==> config.mk <==
export PLATFORM = sky130hd
export DESIGN_NAME = nand_host_ctrl
export DESIGN_NICKNAME = d
export VERILOG_FILES = /design/src/core/nand_addr_pack.v /design/src/core/nand_host_ctrl.v
export VERILOG_INCLUDE_DIRS = /design/src /design/src/inc
export SDC_FILE = /design/constraint.sdc
export NUM_CORES = 1
export LEC_CHECK = 0
export BUFFER_PORTS_ARGS = -buffer_cell sky130_fd_sc_hd__buf_4
export CAP_MARGIN = 10
export CORE_MARGIN = 4
export CORE_UTILIZATION = 35
export CTS_CLUSTER_DIAMETER = 200
export DETAILED_ROUTE_END_ITERATION = 8
export GPL_TIMING_DRIVEN = 0
export MAX_ROUTING_LAYER = met4
export RECOVER_POWER = 25
export SLEW_MARGIN = 20
export SYNTH_ARGS = -nofsm -noshare
export SYNTH_HDL_FRONTEND = slang
export SYNTH_SLANG_ARGS = --single-unit
==> constraint.sdc <==
create_clock -name CORE_CLK -period 4.45 [get_ports CORE_CLK]
set_input_delay 0.2225 -clock CORE_CLK [delete_from_list [all_inputs] [get_ports CORE_CLK]]
set_output_delay 0.2225 -clock CORE_CLK [all_outputs]
set_load 0.05 [all_outputs]
==> src/inc/nand_host_consts.vh <==
/*
  Constants for the NAND bus-cycle host controller: cycle kinds,
  address packing positions, pointer command codes and strobe timing.
  Assumes inclusion by bare name from design files.
*/
`ifndef NAND_HOST_CONSTS_VH
`define NAND_HOST_CONSTS_VH

// ----------------------------------------
// Cycle kinds on the user port
// ----------------------------------------
`define OP_CMD 3'h0
`define OP_ADDR 3'h1
`define OP_WDATA 3'h2
`define OP_RDATA 3'h3
`define OP_IDLE 3'h4

// ----------------------------------------
// Command codes and address packing
// ----------------------------------------
`define CMD_PTR_A 8'h00
`define CMD_PTR_B 8'h01
`define ADDR_CYCLES 2'h3
`define ADDR_HI_BIT 24
`define ADDR_A8 8

// ----------------------------------------
// Strobe timing, ns, and clock period, ns
// ----------------------------------------
`define CLK_PERIOD_NS 40
`define T_SETUP_NS 25
`define T_PULSE_NS 35
`define T_HOLD_NS 25

`endif

==> src/core/nand_addr_pack.v <==
/*
  Splits a 25-bit flash address into three address bytes for the
  selected cycle index. Assumes mode and index are held stable.
*/
`include "nand_host_consts.vh"
`timescale 1ns/10ps
`default_nettype none

module nand_addr_pack (
  // Address and selection
  input wire [24:0] addr,
  input wire wide,
  input wire [1:0] index,
  // Byte out
  output reg [7:0] addr_byte
);

  // Word mode: A1 is the LSB, so shift down one place
  wire [24:0] eff = wide ? {1'b0, addr[24:1]} : addr;

  always @* begin
    case (index)
      2'h0: addr_byte = eff[7:0];
      2'h1: addr_byte = eff[16:9];
      2'h2: addr_byte = eff[24:17];
      default: addr_byte = 8'h00;
    endcase
  end

endmodule // nand_addr_pack

`default_nettype wire

==> src/core/nand_host_ctrl.v <==
/*
  Host controller that drives a small-page NAND flash through its pins:
  chip select, latch strobes, input and output strobes, bidirectional
  I/O bus, program lock, spare select, and the shared busy line.
  Assumes a single clock; busy and bus inputs are asynchronous pins.
*/
`include "nand_host_consts.vh"
`timescale 1ns/10ps
`default_nettype none

module nand_host_ctrl #(
  parameter WIDE = 0,
  parameter integer SETUP_CYC = (`T_SETUP_NS + `CLK_PERIOD_NS - 1) / `CLK_PERIOD_NS,
  parameter integer PULSE_CYC = (`T_PULSE_NS + `CLK_PERIOD_NS - 1) / `CLK_PERIOD_NS,
  parameter integer HOLD_CYC = (`T_HOLD_NS + `CLK_PERIOD_NS - 1) / `CLK_PERIOD_NS
) (
  // Clock, reset, enable
  input wire CORE_CLK,
  input wire RST,
  input wire CE,
  // User request
  input wire REQ_VALID,
  input wire [2:0] REQ_OP,
  input wire [7:0] REQ_CMD,
  input wire [24:0] REQ_ADDR,
  input wire [15:0] REQ_WDATA,
  input wire REQ_PROTECT,
  input wire REQ_SPARE_SKIP,
  output wire REQ_READY,
  // User answer
  output reg RSP_VALID,
  output reg [15:0] RSP_RDATA,
  output reg RSP_REFUSED,
  output wire DEV_BUSY,
  // Flash pins
  output reg CHIP_SELECT_N,
  output reg CMD_LATCH_STROBE,
  output reg ADDR_LATCH_STROBE,
  output reg INPUT_STROBE_N,
  output reg OUTPUT_STROBE_N,
  output reg PROGRAM_LOCK_N,
  output reg SPARE_AREA_SELECT,
  input wire [15:0] IO_IN,
  output reg [15:0] IO_OUT,
  output reg IO_OE_N,
  input wire BUSY_FLAG_N
);

  // ----------------------------------------
  // States
  // ----------------------------------------
  localparam [4:0] S_IDLE = 5'h01;
  localparam [4:0] S_SETUP = 5'h02;
  localparam [4:0] S_PULSE = 5'h04;
  localparam [4:0] S_HOLD = 5'h08;
  localparam [4:0] S_DONE = 5'h10;

  reg [4:0] state;
  reg [3:0] count;
  reg [2:0] op;
  reg [7:0] cmd;
  reg [24:0] addr;
  reg [1:0] addr_index;
  reg busy_meta;
  reg busy_sync;
  wire [7:0] addr_byte;

  function is_write;
    input [2:0] k;
    is_write = (k == `OP_CMD) || (k == `OP_ADDR) || (k == `OP_WDATA);
  endfunction

  // ----------------------------------------
  // Busy line synchroniser
  // ----------------------------------------
  always @(posedge CORE_CLK or posedge RST) begin
    if (RST) begin
      busy_meta <= 1'b1;
      busy_sync <= 1'b1;
    end else if (CE) begin
      busy_meta <= BUSY_FLAG_N;
      busy_sync <= busy_meta;
    end
  end

  // Shared pull-up: any low means some memory busy
  assign DEV_BUSY = ~busy_sync;

  // Extra address cycles and word-mode 01h pointer are refused
  wire bad_req = (REQ_OP == `OP_ADDR && addr_index == `ADDR_CYCLES) ||
                 (WIDE != 0 && REQ_OP == `OP_CMD && REQ_CMD == `CMD_PTR_B) ||
                 (REQ_OP > `OP_IDLE);
  assign REQ_READY = (state == S_IDLE);

  nand_addr_pack u_pack (
    .addr(addr),
    .wide(WIDE != 0),
    .index(addr_index),
    .addr_byte(addr_byte)
  );

  // ----------------------------------------
  // Bus cycle sequencer
  // ----------------------------------------
  always @(posedge CORE_CLK or posedge RST) begin
    if (RST) begin
      state <= S_IDLE;
      count <= 4'h0;
      op <= `OP_IDLE;
      cmd <= 8'h00;
      addr <= 25'h0000000;
      addr_index <= 2'h0;
      RSP_VALID <= 1'b0;
      RSP_RDATA <= 16'h0000;
      RSP_REFUSED <= 1'b0;
      CHIP_SELECT_N <= 1'b1;
      CMD_LATCH_STROBE <= 1'b0;
      ADDR_LATCH_STROBE <= 1'b0;
      INPUT_STROBE_N <= 1'b1;
      OUTPUT_STROBE_N <= 1'b1;
      PROGRAM_LOCK_N <= 1'b0;
      SPARE_AREA_SELECT <= 1'b0;
      IO_OUT <= 16'h0000;
      IO_OE_N <= 1'b1;
    end else if (CE) begin
      RSP_VALID <= 1'b0;
      RSP_REFUSED <= 1'b0;
      // Level pins follow user settings; lock low protects from reset on
      PROGRAM_LOCK_N <= ~REQ_PROTECT;
      SPARE_AREA_SELECT <= REQ_SPARE_SKIP;
      case (state)
        S_IDLE: begin
          if (REQ_VALID && bad_req) begin
            RSP_REFUSED <= 1'b1;
            RSP_VALID <= 1'b1;
          end else if (REQ_VALID && REQ_OP == `OP_IDLE) begin
            // Deselect: device stays active itself if still busy
            CHIP_SELECT_N <= 1'b1;
            IO_OE_N <= 1'b1;
            RSP_VALID <= 1'b1;
          end else if (REQ_VALID) begin
            op <= REQ_OP;
            cmd <= REQ_CMD;
            if (REQ_OP == `OP_ADDR && addr_index == 2'h0)
              addr <= REQ_ADDR;
            CHIP_SELECT_N <= 1'b0;
            CMD_LATCH_STROBE <= (REQ_OP == `OP_CMD);
            ADDR_LATCH_STROBE <= (REQ_OP == `OP_ADDR);
            count <= SETUP_CYC[3:0];
            state <= S_SETUP;
          end
        end
        S_SETUP: begin
          if (count > 4'h1) begin
            count <= count - 4'h1;
          end else begin
            count <= PULSE_CYC[3:0];
            state <= S_PULSE;
            if (is_write(op)) begin
              INPUT_STROBE_N <= 1'b0;
              IO_OE_N <= 1'b0;
              if (op == `OP_CMD)
                IO_OUT <= {8'h00, cmd};
              else if (op == `OP_ADDR)
                IO_OUT <= {8'h00, addr_byte};
              else
                IO_OUT <= (WIDE != 0) ? REQ_WDATA : {8'h00, REQ_WDATA[7:0]};
            end else begin
              OUTPUT_STROBE_N <= 1'b0;
              IO_OE_N <= 1'b1;
            end
          end
        end
        S_PULSE: begin
          if (count > 4'h1) begin
            count <= count - 4'h1;
          end else begin
            if (op == `OP_RDATA)
              // Bus input is sampled late in the pulse, settled by then
              RSP_RDATA <= (WIDE != 0) ? IO_IN : {8'h00, IO_IN[7:0]};
            INPUT_STROBE_N <= 1'b1;
            OUTPUT_STROBE_N <= 1'b1;
            count <= HOLD_CYC[3:0];
            state <= S_HOLD;
          end
        end
        S_HOLD: begin
          if (count > 4'h1) begin
            count <= count - 4'h1;
          end else begin
            CMD_LATCH_STROBE <= 1'b0;
            ADDR_LATCH_STROBE <= 1'b0;
            IO_OE_N <= 1'b1;
            if (op == `OP_CMD)
              addr_index <= 2'h0;
            else if (op == `OP_ADDR)
              addr_index <= addr_index + 2'h1;
            state <= S_DONE;
          end
        end
        S_DONE: begin
          RSP_VALID <= 1'b1;
          state <= S_IDLE;
        end
        default: state <= S_IDLE;
      endcase
    end
  end

endmodule // nand_host_ctrl

`default_nettype wire

==> results.toml, run 1 <==
[route]
vias = 2865
routedWlPerCell_um = 15.20
post_drt_via_cell_ratio = 4.914
first_iter_violations = 157
drc = 0
drt_wl_total_um = 8862
dr.pass1.iters = 5
detail-route-antenna-nets = 0

[setup_path]
critPathLaunchType = "flip-flop"
worst-path-buf-inv = 1
cp-end-kind = "flip-flop"
cp.required_ns = 4.69
crit_path_top_delay_cell = "nor4_4"
arrival_ns = 2.70
cp_top_family = "simple AND/OR/NAND/NOR gates"
worst-setup-path-type = "reg -> reg"
cpPeakStageDelay_ns = 0.63
path_cells = "inv_1 -> ha_1 -> nor2_1 -> nor3_1 -> o221ai_2 -> nor4_4 -> mux2_2"
worst-path-max-fanout = 8

[status]
status = "finished, final reports clean"

[timing]
finalSetupViolations = 0
post-route-min-period_ns = 2.457
relSlewSlack_pct = 36.12
rsz0062_at_grt = "false"
skew_ns = 0.005792
worst_slew_pin_slew_ns = 0.9530
final.setup.tns_ns = 0
period_share_pct = 55.22
slew_violations = 0
final_hold_viol_count = 0
timing.fmax_ghz = 0.4069

[global_routing]
antenna_found_initial = 0
gr-total-overflow = 0
grt_pass1_wl_um = 14280
track_usage_pct = 14.76
grt_max_degree = 57
grt_pass1_vias = 2818

[floorplan]
start_util_pct = 36.07
dieWidth_um = 111.1
die_area_um2 = 12350
ios = 119
row_count = 37
die_y_um = 111.1
core_region_area_um2 = 10320

[cells_and_area]
fin_cells = 583
drive_gt1_share_pct = 42.51
nets = 524
layout.cells.most_common = "buf_4"
final_cell_mix = "buf_4, dfrtp_1, mux2_2, nand2_1, o21ai_0"
syn_to_final_growth_pct = 31.52
antenna_cells = 0

[synthesis]
yosys.area_share.xor_xnor_pct = 0.4704
synth_cell_type_count = 53
yosys_warnings = 0
yosys.area_share.adder_pct = 2.352
syn_area_um2 = 3724
syn-instance-count = 329
ys_seq_area_share_pct = 50.00
synth_top_family_by_area = "compound AO/OA/AOI/OAI gates"
yosys.area.top_type = "dfrtp_1"
avgSynthCellArea_um2 = 11.32
synth-compound-area-share_pct = 14.01
synth.area.mux_share_pct = 13.58
synthTopCellsByArea = "dfrtp_1, mux2_2, dfstp_2, o21ai_0, buf_4"
synth-main-ff-cell = "dfrtp_1"
yosys.area_share.simple_pct = 11.76
postSynthRegisterBits = 74
synthArstFlopShare_pct = 100.0
yosysTopAreaCellShare_pct = 44.35
synth_edf_count = 0

[pwr]
p_leak_nw = 2.339
p_per_area_nw_per_um2 = 667.2
ir_drop_mv = 0.2288

[clock_tree]
clockBufferDepth = 2
cts_buffers = 9
ctsRootBufferMaster = "clkbuf_8"
cts_resized = 0
cts_tree = "yes"
htree_levels = 3
cts_sinks = 74
clkTransAtPathRegs_ns = 0.08
clk_latency_ns = 0.35

[placed_design]
port_buffers = 85
routabilityCongestion = 0.8965
place_hpwl_um = 6651
place_inst = 566

[hold_path]
worstHoldPathType = "in -> reg"

[flow_run]
maxCapViolCount = 0
## cells in the mapped netlist, drive strengths merged (3+ instances only)
| cell | n |
|---|---|
| o21ai | 28 |
| ha | 7 |
| nor2b | 3 |
| nand3 | 4 |
| a21oi | 8 |
| buf | 26 |
| dfrtp | 66 |
| inv | 20 |
| nor3 | 5 |
| dfstp | 8 |
| a222oi | 8 |
| nand2 | 31 |
| nor4 | 7 |
| clkbuf | 7 |
| nand2b | 4 |
| o221ai | 10 |
| a21o | 3 |
| mux2 | 44 |
| nor2 | 7 |
## cell type report
type                    count  area [µm²]
repair buffers             87       671.9
fillers                   969        5426
plain buffers              33       212.7
inverters                  20       76.32
flip-flops and latches     74        1862
clock buffers              10       137.6
clock inverters             6       136.4
well taps                 136       170.2
multi-input cells         217        1630
## per-layer routing
metal / part of all wire [%] / vias to the layer above / track usage (%)
met2: 49 / 72 / 23.26
li1: - / 1384 / -
met4: 0.93 / 0 / 5.109
met1: 46 / 1400 / 19.17
met3: 4.6 / 9 / 2.838
met5: 0 / - / -
## sequential cells by signal, summed over array words and instances, names as in the netlist, 2 cells and up
name        flops
count           4
RSP_RDATA       8
cmd             8
op              3
state           5
IO_OUT          8
addr_index      2
addr           24
## stage by stage
step / instance area, µm² / power, mW / hold slack [ns] / utilization [%] / worst slack (ns)
after floorplan: 3780 / 2.150 / 0.2972 / - / 2.359
after global placement: 4588 / 2.539 / 0.4040 / 44.44 / 1.403
after detailed placement: 4618 / 2.578 / 0.1955 / 44.73 / 1.973
after CTS: 4902 / 3.291 / 0.03014 / 47.49 / 1.965
after global routing: 4897 / 3.463 / 0.03266 / 47.44 / 1.850
final: 4897 / 3.268 / 0.04110 / 47.44 / 1.993
## final timing paths
kind                                       startpoint  slack, ns                    endpoint  cells past startpoint
worst max-delay path             count[0]$_DFFE_PP0P_       1.99    RSP_RDATA[3]$_DFFE_PP0P_                      7
worst min-delay path                      REQ_PROTECT       0.04  PROGRAM_LOCK_N$_DFFE_PP0P_                      2
worst max register to register   count[0]$_DFFE_PP0P_       1.99    RSP_RDATA[3]$_DFFE_PP0P_                      7
worst min register to register  IO_OUT[1]$_DFFE_PP0P_       0.48       IO_OUT[1]$_DFFE_PP0P_                      2
max in group asynchronous                         RST       3.12        state[0]$_DFFE_PP1P_                      4
min in group asynchronous                         RST       0.58    RSP_RDATA[3]$_DFFE_PP0P_                      3
## cells by family after synthesis
group,after synthesis
other cells,1
simple gates,75
compound gates,72
fa+ha+maj,7
mux,45
buf+inv,53
xor+xnor,2
flops,74
## power breakdown
part	internal [mW]	switching [mW]	total, mW
Combinational	0.555	0.912	1.47
Clock	0.446	0.259	0.705
Sequential	0.938	0.157	1.09
Total	1.94	1.33	3.27
## what timing repair did
item,4_1_cts,5_1_grt
setup buffers,0,0
endpoints found under the hold margin,13,0
hold buffers,1,0
Power figures use the tool's default switching activity.
==> run 2: changes to the inputs <==
==> constraint.sdc (replaced) <==
create_clock -name CORE_CLK -period 2.05 [get_ports CORE_CLK]
set_input_delay 0.1025 -clock CORE_CLK [delete_from_list [all_inputs] [get_ports CORE_CLK]]
set_output_delay 0.1025 -clock CORE_CLK [all_outputs]
set_load 0.05 [all_outputs]
==> run 2 against run 1 <==
Net effect: the flow now finishes with violations (setup timing); critical path depth did not move; wire length is 8.0% higher; utilization increased by 6.6 points; register-to-register slack got worse by 2.0 ns; clock-buffer cell count did not move; worst hold slack better by 0.0013 ns; largest cell class unchanged.
==> results.toml, run 2 (same netlist as run 1, synthesis figures left out) <==
[timing]
final.setup.tns_ns = -0.06404
hold_ws_ns = 0.04235
worst_slew_pin_slew_ns = 0.8494
relSlewSlack_pct = 43.06
setup_ws_ns = -0.01855
rsz0062_at_grt = "true"
timing.fmax_ghz = 0.4834
post-route-min-period_ns = 2.069
finalSetupViolations = 4
skew_ns = 0.006864
final_hold_viol_count = 0
period_share_pct = 100.9
slew_violations = 0

[route]
drc = 0
vias = 3117
dr.pass1.iters = 5
post_drt_via_cell_ratio = 4.886
first_iter_violations = 183
routedWlPerCell_um = 15.00
drt_wl_total_um = 9573
detail-route-antenna-nets = 0

[setup_path]
cp.required_ns = 2.29
path_cells = "buf_6 -> nor4_4 -> nand4_1 -> nand2b_1 -> buf_6 -> buf_6 -> mux2_2"
cpPeakStageDelay_ns = 0.41
critPathLaunchType = "flip-flop"
worst-setup-path-type = "reg -> reg"
cp_common_cell = "buf_6"
crit_path_top_delay_cell = "dfrtp_1"
arrival_ns = 2.31
worst-path-max-fanout = 10
cp-end-kind = "flip-flop"
startpoint = "state[3]$_DFFE_PP0P_"
r2r-start = "state[3]$_DFFE_PP0P_"

[floorplan]
ios = 119
die_area_um2 = 12350
core_region_area_um2 = 10320
dieWidth_um = 111.1
start_util_pct = 36.07
die_y_um = 111.1
row_count = 37

[cells_and_area]
largest_register_ffs = 24
antenna_cells = 0
fin_cells = 638
drive_gt1_share_pct = 43.63
final_cell_area_um2 = 5583
postLayoutCoreUtil_pct = 54.08
layout.cells.most_common = "buf_4"
syn_to_final_growth_pct = 49.93
seqCellArea_um2 = 1864
fill_cells = 907
regMostFlops = "addr"
nets = 579
final_cell_mix = "buf_4, dfrtp_1, dlygate4sd3_1, mux2_2, nand2_1"
multi_input_area_um2 = 1759

[global_routing]
gr-total-overflow = 0
grt_max_degree = 57
grt_pass1_vias = 3086
grt_pass1_wl_um = 15600
track_usage_pct = 15.98
antenna_found_initial = 0

[placed_design]
routabilityCongestion = 0.8965
place_ws_ns = -0.4269
dpl-instance-area_um2 = 4618
port_buffers = 85
place_inst = 566
place_hpwl_um = 6651

[hold_path]
worstHoldPathType = "in -> reg"
hp-start = "REQ_OP[0]"

[clock_tree]
cts_tree = "yes"
ctsRootBufferMaster = "clkbuf_8"
clk_latency_ns = 0.35
clockBufferDepth = 2
cts_sinks = 74
clkTransAtPathRegs_ns = 0.08
htree_levels = 3
cts_buffers = 9

[pwr]
p_per_area_nw_per_um2 = 1361
totalPowerFinal_mw = 7.596
ir_drop_mv = 0.5067
p_leak_nw = 2.612

[status]
status = "finished with violations"
violations = "setup timing"

[flow_run]
maxCapViolCount = 0
-- run 2: changes by cell type in the layout (fill, tap and decap cells not counted), sizes merged --
| cell | previous run | this run |
|---|---|---|
| dlygate4sd3 | 1 | 45 |
| buf | 110 | 122 |
| clkbuf | 19 | 18 |
-- run 2: metal layers --
layer	GRT usage [%]	routed length, µm	vias to the layer above
met5	-	0	-
met1	20.24	4203	1520
met2	26.05	4853	85
met3	2.729	386	12
met4	5.515	129	0
li1	-	-	1500
-- run 2: path summary, 6_finish.rpt --
kind                                                      end  slack, ns  cells past startpoint
worst min register to register          IO_OUT[1]$_DFFE_PP0P_       0.48                      2
min in group asynchronous            RSP_RDATA[3]$_DFFE_PP0P_       0.42                      3
worst max-delay path                       cmd[0]$_DFFE_PP0P_      -0.02                      7
worst max register to register             cmd[0]$_DFFE_PP0P_      -0.02                      7
max in group asynchronous           addr_index[1]$_DFFE_PP0P_       0.33                      4
worst min-delay path            ADDR_LATCH_STROBE$_DFFE_PP0P_       0.04                      3
-- run 2: what timing repair did --
| item | 4_1_cts | 5_1_grt |
|---|---|---|
| pin swaps | 5 | 8 |
| gates resized for setup | 23 | 16 |
| hold buffers | 45 | 0 |
| buffers inserted | 10 | 3 |
| endpoints found under the setup margin | 43 | 46 |
| endpoints found under the hold margin | 62 | 0 |
-- run 2: report_power, final --
group	total [mW]	leakage, nW	internal (mW)	switching [mW]
clock	1.54	0.133	0.969	0.569
sequential	2.40	0.943	2.04	0.357
combinational	3.66	1.54	1.52	2.14
-- run 2: final cells by class --
cell class	count	share of cell area [%]
flip-flops and latches	74	33.39
multi-input cells	217	31.51
repair buffers	144	21.60
plain buffers	31	4.169
well taps	136	3.048
clock buffers	10	2.465
clock inverters	6	2.443
inverters	20	1.367
-- run 2: worst max-delay path, delay by kind of cell (launching register included) --
family / cells / cell delay, ns
simple gates: 3 / 0.83
buf+inv: 3 / 0.45
flops: 1 / 0.41
mux: 1 / 0.27
